==> config.mk <==
export PLATFORM = sky130hd
export DESIGN_NAME = pmsc_top
export DESIGN_NICKNAME = d
export VERILOG_FILES = /design/src/core/pmsc_top.v /design/src/core/pmsc_sync.v /design/src/core/pmsc_wonce.v
export VERILOG_INCLUDE_DIRS = /design/src /design/src/core
export SDC_FILE = /design/constraint.sdc
export NUM_CORES = 1
export LEC_CHECK = 0
export BUFFER_PORTS_ARGS = -buffer_cell sky130_fd_sc_hd__buf_2
export CAP_MARGIN = 20
export CORE_UTILIZATION = 50
export DETAILED_ROUTE_END_ITERATION = 10
export MAX_ROUTING_LAYER = met4
export PLACE_DENSITY = 0.81
export SYNTH_ARGS = -nofsm -noshare
export SYNTH_HDL_FRONTEND = slang
export SYNTH_SLANG_ARGS = --single-unit
==> constraint.sdc <==
create_clock -name clk -period 2 [get_ports clk]
set_clock_uncertainty 0.2 [all_clocks]
set_input_delay 0.3 -clock clk [delete_from_list [all_inputs] [get_ports clk]]
set_output_delay 0.3 -clock clk [all_outputs]
set_load 0.02 [all_outputs]
==> src/core/pmsc_defines.vh <==
// Purpose: constants for the power management status and control block
// Assumes: 8-bit registers on a plain strobe port
// Notes: offsets are register indices on the plain port
`ifndef PMSC_DEFINES_VH
`define PMSC_DEFINES_VH
`define PMSC_ADDR_W 2
`define PMSC_OFS_ONE 2'h0
`define PMSC_OFS_TWO 2'h1
`define PMSC_OFS_THREE 2'h2
// power_mgmt_ctrl_one fields
`define PMSC_B_UV_FLAG 7
`define PMSC_B_UV_ACK 6
`define PMSC_B_UV_IRQ_EN 5
`define PMSC_B_UV_RST_EN 4
`define PMSC_B_UV_STOP_EN 3
`define PMSC_B_UV_DET_ON 2
`define PMSC_B_BG_BUF_ON 0
`define PMSC_ONE_RESET 8'h1C
// power_mgmt_ctrl_two fields
`define PMSC_B_FULL_PD_FLAG 4
`define PMSC_B_PART_PD_FLAG 3
`define PMSC_B_PD_ACK 2
`define PMSC_B_PD_PERMIT 1
`define PMSC_B_PD_MODE 0
`define PMSC_TWO_RESET 8'h00
// power_mgmt_ctrl_three fields
`define PMSC_B_WARN_FLAG 7
`define PMSC_B_WARN_ACK 6
`define PMSC_B_DET_TRIP 5
`define PMSC_B_WARN_TRIP 4
`define PMSC_THREE_RESET 8'h00
`endif

==> src/core/pmsc_top.v <==
// Purpose: power management status and control registers
// Assumes: detector outputs are asynchronous; stop recovery arrives as pulses
// Notes: stop sequencing and analog thresholds are outside this block
//
// The address-and-strobe port and the placing of the registers are this design's own decisions.
`timescale 1ns/1ps
`include "pmsc_defines.vh"
module pmsc_top (
   input wire clk, // bus clock, 100 MHz
   input wire rst_n, // synchronous reset, active low
   input wire por_event, // high during/at a power-on reset
   input wire lv_reset_event, // high during/at a low-voltage reset
   input wire [`PMSC_ADDR_W-1:0] reg_addr, // register index
   input wire [7:0] reg_wdata, // write data
   input wire reg_wr, // write strobe
   input wire reg_rd, // read strobe
   output reg [7:0] reg_rdata, // read data, cycle after strobe
   input wire undervolt_detect_in, // async detector output
   input wire undervolt_warning_in, // async warning comparator output
   input wire stop_active, // high while the part is in stop mode
   input wire stop1_recovered, // one-cycle pulse, woke from stop1
   input wire stop2_recovered, // one-cycle pulse, woke from stop2
   output wire undervolt_irq, // interrupt request level
   output wire undervolt_reset_req, // full reset request level
   output wire detector_active, // analog detector power on
   output wire bandgap_buffer_on, // bandgap buffer enable
   output wire stop1_allowed, // stop1 entry permitted
   output wire stop2_allowed, // stop2 entry permitted
   output wire detect_trip_select, // high detect trip when 1
   output wire warning_trip_select // high warning trip when 1
);
   wire [1:0] sync_q;
   wire det_s;
   wire warn_s;
   wire wr_one;
   wire wr_two;
   wire wr_three;
   wire [1:0] once_val;
   wire undervolt_detector_on;
   wire undervolt_reset_enable;
   reg undervolt_detect_flag_reg;
   reg undervolt_detect_flag_next;
   reg undervolt_irq_enable_reg;
   reg undervolt_stop_enable_reg;
   reg bandgap_reg;
   reg full_powerdown_flag_reg;
   reg full_powerdown_flag_next;
   reg partial_powerdown_flag_reg;
   reg partial_powerdown_flag_next;
   reg powerdown_permit_reg;
   reg powerdown_mode_select_reg;
   reg undervolt_warning_flag_reg;
   reg undervolt_warning_flag_next;
   reg detect_trip_reg;
   reg warning_trip_reg;
   reg [7:0] rdata_next;

   function is_wr;
      input [`PMSC_ADDR_W-1:0] a;
      input [`PMSC_ADDR_W-1:0] target;
      input w;
      begin
         is_wr = w && (a == target);
      end
   endfunction

   pmsc_sync #(
      .WIDTH(2)
   ) u_sync (
      .clk(clk),
      .rst_n(rst_n),
      .async_in({undervolt_warning_in, undervolt_detect_in}),
      .sync_out(sync_q)
   );

   assign det_s = sync_q[0];
   assign warn_s = sync_q[1];
   assign wr_one = is_wr(reg_addr, `PMSC_OFS_ONE, reg_wr);
   assign wr_two = is_wr(reg_addr, `PMSC_OFS_TWO, reg_wr);
   assign wr_three = is_wr(reg_addr, `PMSC_OFS_THREE, reg_wr);

   // reset enable and detector on share one write-once lock
   pmsc_wonce #(
      .WIDTH(2),
      .RESET_VAL(2'b11)
   ) u_wonce (
      .clk(clk),
      .rst_n(rst_n),
      .wr_en(wr_one),
      .wr_data({reg_wdata[`PMSC_B_UV_RST_EN], reg_wdata[`PMSC_B_UV_DET_ON]}),
      .value(once_val),
      .locked()
   );
   assign undervolt_reset_enable = once_val[1];
   assign undervolt_detector_on = once_val[0];

   // detection runs unless disabled, or in stop without stop enable
   assign detector_active = undervolt_detector_on && (!stop_active || undervolt_stop_enable_reg);
   assign undervolt_irq = undervolt_detector_on && undervolt_irq_enable_reg && undervolt_detect_flag_reg;
   assign undervolt_reset_req = undervolt_detector_on && undervolt_reset_enable
      && undervolt_detect_flag_reg;
   assign bandgap_buffer_on = bandgap_reg;
   assign stop1_allowed = powerdown_permit_reg && !powerdown_mode_select_reg;
   assign stop2_allowed = powerdown_permit_reg && powerdown_mode_select_reg;
   assign detect_trip_select = detect_trip_reg;
   assign warning_trip_select = warning_trip_reg;

   // sticky flags: a set in the same cycle as an ack wins
   always @*
   begin
      undervolt_detect_flag_next = undervolt_detect_flag_reg;
      if (wr_one && reg_wdata[`PMSC_B_UV_ACK])
         undervolt_detect_flag_next = 1'b0;
      if (detector_active && det_s)
         undervolt_detect_flag_next = 1'b1;
      if (!undervolt_detector_on)
         undervolt_detect_flag_next = 1'b0;

      full_powerdown_flag_next = full_powerdown_flag_reg;
      partial_powerdown_flag_next = partial_powerdown_flag_reg;
      if (wr_two && reg_wdata[`PMSC_B_PD_ACK])
      begin
         full_powerdown_flag_next = 1'b0;
         partial_powerdown_flag_next = 1'b0;
      end
      if (stop1_recovered)
         full_powerdown_flag_next = 1'b1;
      if (stop2_recovered)
         partial_powerdown_flag_next = 1'b1;

      undervolt_warning_flag_next = undervolt_warning_flag_reg;
      if (wr_three && reg_wdata[`PMSC_B_WARN_ACK] && !warn_s)
         undervolt_warning_flag_next = 1'b0;
      if (warn_s)
         undervolt_warning_flag_next = 1'b1;
   end

   always @(posedge clk)
   begin
      if (!rst_n)
      begin
         undervolt_detect_flag_reg <= 1'b0;
         undervolt_irq_enable_reg <= 1'b0;
         undervolt_stop_enable_reg <= 1'b1;
         bandgap_reg <= 1'b0;
         full_powerdown_flag_reg <= 1'b0;
         partial_powerdown_flag_reg <= 1'b0;
         powerdown_permit_reg <= 1'b0;
         powerdown_mode_select_reg <= 1'b0;
         undervolt_warning_flag_reg <= 1'b0;
      end
      else
      begin
         undervolt_detect_flag_reg <= undervolt_detect_flag_next;
         full_powerdown_flag_reg <= full_powerdown_flag_next;
         partial_powerdown_flag_reg <= partial_powerdown_flag_next;
         undervolt_warning_flag_reg <= undervolt_warning_flag_next;
         if (wr_one)
         begin
            undervolt_irq_enable_reg <= reg_wdata[`PMSC_B_UV_IRQ_EN];
            undervolt_stop_enable_reg <= reg_wdata[`PMSC_B_UV_STOP_EN];
            bandgap_reg <= reg_wdata[`PMSC_B_BG_BUF_ON];
            // bit 1 is reserved; software keeps it zero and it is not stored
         end
         if (wr_two)
         begin
            powerdown_permit_reg <= reg_wdata[`PMSC_B_PD_PERMIT];
            powerdown_mode_select_reg <= reg_wdata[`PMSC_B_PD_MODE];
         end
      end
   end

   // trip selects survive low-voltage and other resets, only power-on clears
   always @(posedge clk)
   begin
      if (!rst_n && por_event)
      begin
         detect_trip_reg <= 1'b0;
         warning_trip_reg <= 1'b0;
      end
      else if (rst_n && wr_three)
      begin
         detect_trip_reg <= reg_wdata[`PMSC_B_DET_TRIP];
         warning_trip_reg <= reg_wdata[`PMSC_B_WARN_TRIP];
      end
   end

   // ack bits and reserved bits read as zero
   always @*
   begin
      rdata_next = 8'h00;
      case (reg_addr)
         `PMSC_OFS_ONE:
         begin
            rdata_next[`PMSC_B_UV_FLAG] = undervolt_detect_flag_reg;
            rdata_next[`PMSC_B_UV_IRQ_EN] = undervolt_irq_enable_reg;
            rdata_next[`PMSC_B_UV_RST_EN] = undervolt_reset_enable;
            rdata_next[`PMSC_B_UV_STOP_EN] = undervolt_stop_enable_reg;
            rdata_next[`PMSC_B_UV_DET_ON] = undervolt_detector_on;
            rdata_next[`PMSC_B_BG_BUF_ON] = bandgap_reg;
         end
         `PMSC_OFS_TWO:
         begin
            rdata_next[`PMSC_B_FULL_PD_FLAG] = full_powerdown_flag_reg;
            rdata_next[`PMSC_B_PART_PD_FLAG] = partial_powerdown_flag_reg;
            rdata_next[`PMSC_B_PD_PERMIT] = powerdown_permit_reg;
            rdata_next[`PMSC_B_PD_MODE] = powerdown_mode_select_reg;
         end
         `PMSC_OFS_THREE:
         begin
            rdata_next[`PMSC_B_WARN_FLAG] = undervolt_warning_flag_reg;
            rdata_next[`PMSC_B_DET_TRIP] = detect_trip_reg;
            rdata_next[`PMSC_B_WARN_TRIP] = warning_trip_reg;
         end
         default:
            rdata_next = 8'h00;
      endcase
   end

   always @(posedge clk)
   begin
      if (!rst_n)
         reg_rdata <= 8'h00;
      else if (reg_rd)
         reg_rdata <= rdata_next;
      else
         reg_rdata <= 8'h00;
   end

   // lv_reset_event is accepted for symmetry; trip bits keep value on it
   wire unused_lv = lv_reset_event;
endmodule // pmsc_top

==> src/core/pmsc_sync.v <==
// Purpose: two flip-flop level synchroniser, one per bit
// Assumes: inputs are asynchronous levels
// Notes: first stage feeds only the second stage
`timescale 1ns/1ps
module pmsc_sync #(
   parameter WIDTH = 4
) (
   input wire clk, // bus clock
   input wire rst_n, // synchronous reset, active low
   input wire [WIDTH-1:0] async_in, // asynchronous levels
   output reg [WIDTH-1:0] sync_out // synchronised levels
);
   reg [WIDTH-1:0] meta_reg;
   always @(posedge clk)
   begin
      if (!rst_n)
      begin
         meta_reg <= {WIDTH{1'b0}};
         sync_out <= {WIDTH{1'b0}};
      end
      else
      begin
         meta_reg <= async_in;
         sync_out <= meta_reg;
      end
   end
endmodule // pmsc_sync

==> src/core/pmsc_wonce.v <==
// Purpose: write-once storage bits
// Assumes: reset returns the bits to their reset value and rearms them
// Notes: the first write locks all bits of the group together
`timescale 1ns/1ps
module pmsc_wonce #(
   parameter WIDTH = 2,
   parameter [WIDTH-1:0] RESET_VAL = {WIDTH{1'b0}}
) (
   input wire clk, // bus clock
   input wire rst_n, // synchronous reset, active low
   input wire wr_en, // write to the holding register
   input wire [WIDTH-1:0] wr_data, // bits written
   output reg [WIDTH-1:0] value, // stored bits
   output reg locked // high after the first write
);
   always @(posedge clk)
   begin
      if (!rst_n)
      begin
         value <= RESET_VAL;
         locked <= 1'b0;
      end
      else if (wr_en && !locked)
      begin
         value <= wr_data;
         locked <= 1'b1;
      end
   end
endmodule // pmsc_wonce

==> results.yml, run 1 <==
run_status:
  status: "complete, no violations"
final_layout:
  num_antenna_cells: 0
  layout.nets: 153
  drive_gt1_share_pct: 32.82
  largest_reg_flops: 7
  areaGrowthSynthToFinish_pct: 21.61
  largest-register: "reg_rdata"
  stdcell_count: 156
grt:
  antenna_found_initial: 0
  grt_usage_pct: 19.60
  grt_pass1_wl_um: 2863
  grt_max_degree: 21
  overflow: 0
  first_global_vias: 660
power:
  power_leakage_nw: 0.5451
  combPwrFrac_pct: 12.8
  p_switching_mw: 0.2067
  p_per_area_nw_per_um2: 716.3
  p_int_mw: 0.6456
  p_seq_share_pct: 62.3
  ir_worst_vdd_mv: 0.4367
  p_clk_share_pct: 24.9
  total_power_mw: 0.8523
  sw_frac_of_total_pct: 24.25
place:
  place.gp.congestion: 0.8228
  io_buffer_count: 33
  dp_cells: 149
  place_ws_ns: 0.5362
  hpwlAfterDp_um: 1376
clocking:
  cts.clk_slew.worst_paths_ns: 0.12
  cts_max_path_buffers: 2
  cts.sinks: 25
  cts-root-buf: "clkbuf_4"
  ctsHtreeMaxLevel: 1
  ctsHoldBuffers: 3
  insertion_delay_ns: 0.30
  tritoncts: "built"
  postCtsSetupRepairBufs: 0
  cts_resized: 0
  cts_buffers: 3
timing:
  setup_ws_ns: 0.2564
  fmax_mhz: 573.5
  fin_crit_sh_pct: 87.18
  maxSlewViolCount: 0
  fin_tns_setup_ns: 0
  final-setup-viol-count: 0
  hold_slack_ns: 0.008856
  hold_viol: 0
  min_period_ns: 1.744
  rsz0062_at_grt: "false"
critical_path:
  crit_required_ns: 1.50
  critPathBufInv: 1
  crit_arrival_ns: 1.24
  cp_max_fo: 6
  cp-end-kind: "output port"
  critPathMaxStageDelay_ns: 0.45
  slowest_stage: "dfxtp_1"
  crit_type: "reg2out"
  r2r_slack_ns: 0.73
  crit_cells: 2
  crit_family: "flip-flops"
  cp_cell_sequence: "a21boi_0 > buf_2"
  r2r_cells: 3
  cp-start-kind: "register"
synthesis:
  synth_edf_count: 0
  syn_area_sq_um: 978.4
  synthFlopType: "dfxtp_1"
  syn_area_per_cell_sq_um: 10.19
  yosysTopAreaCell: "dfxtp_1"
  synth.net_count: 117
  synthCells: 96
  ys_top_cells_by_count: "dfxtp_1, nand2_1, nor2_1"
  synth_top_cell_area_share_pct: 51.15
  yosys-top-cells-area: "dfxtp_1, mux2i_1, nand2_1"
  synth.most_common_cell: "dfxtp_1"
  synthArstFlopShare_pct: 0
  ys_seq_area_share_pct: 51.15
  yosysUniqueCellTypes: 31
  ys_ff_latch: 25
  synth_warnings: 0
drt:
  dr.pass1.iters: 4
  antenna_left: 0
  vias_per_cell: 4.878
  drc: 0
  wl_um: 1815
  wl_per_cell_um: 11.63
  vias: 761
  drt_iter0_markers: 6
min_path:
  min_path_cells: 3
  min_path_type: "in2reg"
die:
  ios: 37
  die-area_sq_um: 2138
  die_x_um: 46.24
  num_rows: 15
  fp.dieH_um: 46.24
  core_area_sq_um: 1783
  initial_core_util_pct: 54.88
flow_run:
  cap_violations: 0
[through the flow]
stage	utilization (%)	cell area (sq um)
2_1_floorplan	-	978.4
3_3_place_gp	63.58	1134
3_5_place_dp	63.58	1134
4_1_cts	66.74	1190
5_1_grt	66.74	1190
6_report	66.74	1190
[final cells by class]
type / count / area, sq um
clock buffer: 4 / 26.28
fill: 143 / 593.1
inverter: 2 / 7.507
multi-input combinational: 64 / 429.2
sequential: 25 / 500.5
tap: 25 / 31.28
timing repair buffer: 36 / 195.2
[logic make-up (layout without fill, tap and decap cells)]
group	Yosys count	after routing	share of synthesized area (%)
AND/OR/NAND/NOR	41	41	25.83
flip-flops	25	25	51.15
AO/OA/AOI/OAI	15	15	10.49
multiplexers	7	7	7.161
buffers and inverters	7	42	4.987
other	1	1	0.3833
[power groups by stage]
stage | clock, mW | combinational [mW] | sequential, mW
floorplan | 0 | 0.0649 | 0.546
global placement | 0 | 0.103 | 0.541
detailed placement | 0 | 0.104 | 0.542
CTS | 0.222 | 0.109 | 0.531
global route | 0.238 | 0.120 | 0.533
finish | 0.212 | 0.109 | 0.531
[worst min-delay path: stages]
cell and delay, ns:
buf_2 0.08, a21oi_1 0.03, nor2_1 0.07
[metal layers]
metal | vias up | part of all wire, % | routed length (um) | GRT usage (%)
met5 | - | 0 | 0 | -
met4 | 0 | 1.7 | 31 | 8.824
met3 | 4 | 3.9 | 70 | 3.529
met2 | 20 | 49 | 889 | 32.68
met1 | 337 | 45 | 823 | 22.67
li1 | 400 | - | - | -
[placed cells by master (no fill, tap or decap)]
| cell | count |
|---|---|
| a21oi_1 | 3 |
| and3_1 | 2 |
| dlygate4sd3_1 | 3 |
| nand2_1 | 9 |
| and2_1 | 5 |
| a31o_1 | 1 |
| nor3_1 | 2 |
| a21oi_2 | 2 |
| a22o_1 | 2 |
| nand4b_1 | 2 |
| nor4b_4 | 1 |
| and4b_4 | 1 |
| nor2_1 | 8 |
| a21boi_0 | 1 |
| conb_1 | 1 |
| o21ai_0 | 2 |
| o21ai_1 | 2 |
| or2_4 | 1 |
| clkbuf_4 | 3 |
| inv_1 | 2 |
| nand2_2 | 1 |
| nor2b_1 | 1 |
| nor3b_1 | 1 |
| mux2i_1 | 7 |
| clkbuf_1 | 1 |
| nor3b_4 | 1 |
| dfxtp_1 | 25 |
| o211ai_1 | 1 |
| nand3_1 | 5 |
| nand3b_1 | 1 |
| o32ai_1 | 1 |
| buf_2 | 33 |
[path summary, 6_finish.rpt]
check | start | end
worst max-delay path | u_wonce.value[0] | detector_active
worst min-delay path | stop1_recovered | full_powerdown_flag_reg
worst max register to register | u_wonce.locked | u_wonce.value[0]
worst min register to register | u_sync.meta_reg[0] | u_sync.sync_out[0]
(Power assumes the default switching activity.)
==> run 2, diff against run 1 <==
--- a/config.mk
+++ b/config.mk
@@ -8,10 +8,10 @@
 export LEC_CHECK = 0
 export BUFFER_PORTS_ARGS = -buffer_cell sky130_fd_sc_hd__buf_2
 export CAP_MARGIN = 20
-export CORE_UTILIZATION = 50
+export CORE_UTILIZATION = 30
 export DETAILED_ROUTE_END_ITERATION = 10
 export MAX_ROUTING_LAYER = met4
-export PLACE_DENSITY = 0.81
+export PLACE_DENSITY = 0.53
 export SYNTH_ARGS = -nofsm -noshare
 export SYNTH_HDL_FRONTEND = slang
 export SYNTH_SLANG_ARGS = --single-unit
==> run 2 against run 1 <==
  * Count of clock-buffer cells in the layout shrank 1
  * Worst setup slack worse by 0.024 ns
  * Final cell count rose by 16%
  * Sequential share of layout area decreased by 2.8 points
  * Die area increased by 63%
  * Maximum frequency is 1.4% lower
  * Combinational power is 10% higher
  * Critical path type unchanged
  * Critical endpoint unchanged
==> results.yml, run 2 (synthesis results as in run 1) <==
power:
  power_leakage_nw: 0.5729
  ir_worst_vdd_mv: 0.2651
  p_per_area_nw_per_um2: 691.5
flow_run:
  cap_violations: 0
critical_path:
  reg2reg_to: "u_wonce.value[0]"
  cp-end-kind: "output port"
  slowest_stage: "dfxtp_1"
  r2r-start: "u_wonce.locked"
  cp_cell_sequence: "a21boi_0 > buf_2"
  critPathBufInv: 1
  crit_family: "flip-flops"
  crit_type: "reg2out"
  r2r_cells: 3
  cp_max_fo: 6
  critPathMaxStageDelay_ns: 0.45
  r2r_slack_ns: 0.71
  crit_required_ns: 1.50
  cp-start-kind: "register"
  crit_arrival_ns: 1.27
timing:
  rsz0062_at_grt: "false"
  min_period_ns: 1.768
  maxSlewViolCount: 0
  final-setup-viol-count: 0
  setup_ws_ns: 0.2323
  hold_slack_ns: 0.02150
  fin_tns_setup_ns: 0
  fin_crit_sh_pct: 88.38
  fmax_mhz: 565.7
  hold_viol: 0
drt:
  antenna_left: 0
  wl_um: 2050
  vias: 795
  drt_iter0_markers: 18
  wl_per_cell_um: 11.33
  dr.pass1.iters: 4
  vias_per_cell: 4.392
  drc: 0
final_layout:
  areaGrowthSynthToFinish_pct: 30.31
  num-fill-cells: 324
  layout.nets: 159
  fin_util_pct: 41.42
  largest_reg_flops: 7
  fin_area_sq_um: 1275
  final_cell_mix: "buf_2, dfxtp_1, nand2_1, dlygate4sd3_1, nor2_1"
  largest-register: "reg_rdata"
  num_antenna_cells: 0
  final_common_cell: "buf_2"
  drive_gt1_share_pct: 32.12
grt:
  grt_max_degree: 21
  antenna_found_initial: 0
  grt_usage_pct: 12.77
  overflow: 0
  first_global_vias: 700
  grt_pass1_wl_um: 3201
clocking:
  cts_buffers: 3
  postCtsSetupRepairBufs: 0
  cts-root-buf: "clkbuf_4"
  ctsHtreeMaxLevel: 1
  insertion_delay_ns: 0.32
  cts.sinks: 25
  tritoncts: "built"
  cts.clk_slew.worst_paths_ns: 0.13
  cts_max_path_buffers: 2
place:
  place_area_sq_um: 1157
  place_ws_ns: 0.5057
  place.gp.congestion: 0.6938
  io_buffer_count: 33
  hpwlAfterDp_um: 1430
min_path:
  min_to: "u_wonce.value[0]"
  min_path_cells: 3
  min_path_type: "in2reg"
  hold_start: "reg_wdata[2]"
run_status:
  status: "complete, no violations"
die:
  ios: 37
  num_rows: 20
  core_area_sq_um: 3078
  die-area_sq_um: 3494
  die_x_um: 59.11
  fp.dieH_um: 59.11
  initial_core_util_pct: 31.79
run 2: changes by cell type in the layout (fill, tap and decap cells not counted), sizes merged:
cell	previous run	this run
clkbuf	4	3
clkinv	0	1
dlygate4sd3	3	9
run 2: what timing repair did:
item	in CTS	in global routing
hold buffers	8	1
endpoints found under the hold margin	8	1
resized for setup	0	0
run 2: area by class of cell:
| type | instances | area (sq um) | share of cell area (%) |
|---|---|---|---|
| Timing Repair Buffer | 42 | 255.2 | 20.02 |
| Tap cell | 44 | 55.05 | 4.318 |
| Clock inverter | 1 | 5.005 | 0.3925 |
| Sequential cell | 25 | 500.5 | 39.25 |
| Clock buffer | 3 | 22.52 | 1.766 |
| Inverter | 2 | 7.507 | 0.5888 |
| Multi-Input combinational cell | 64 | 429.2 | 33.66 |
run 2: worst register-to-register path, delay by kind of cell (launching register included):
kind          cells  cell delay [ns]
flops             1             0.36
simple gates      2             0.40
mux               1             0.23
run 2: metrics by stage:
step	total power, mW	std cells
after floorplan	0.6113	96
after global routing	0.9249	181
after CTS	0.8866	180
final	0.8816	181
after global placement	0.6465	168
after detailed placement	0.6479	168
run 2: worst max-delay path by stage:
stage / to / slack (ns) / startpoint / depth (start not counted)
after floorplan: detector_active / 0.56 / u_wonce.value[0] / 1
after global placement: undervolt_detect_flag_reg / 0.51 / reg_addr[0] / 4
after detailed placement: undervolt_detect_flag_reg / 0.51 / reg_addr[0] / 4
after CTS: detector_active / 0.21 / u_wonce.value[0] / 2
after global routing: detector_active / 0.04 / u_wonce.value[0] / 2
final: detector_active / 0.23 / u_wonce.value[0] / 2
run 2: layer usage:
layer  GRT usage, %  wire, um
met5              -         0
met4          7.143        38
met3          1.965        83
met2          18.67       974
met1          16.80       953
run 2: power by group:
| part | internal [mW] | switching, mW | total [mW] |
|---|---|---|---|
| combinational | 0.0572 | 0.0629 | 0.120 |
| clock | 0.0750 | 0.156 | 0.231 |
| sequential | 0.519 | 0.0119 | 0.531 |
| total | 0.651 | 0.231 | 0.882 |
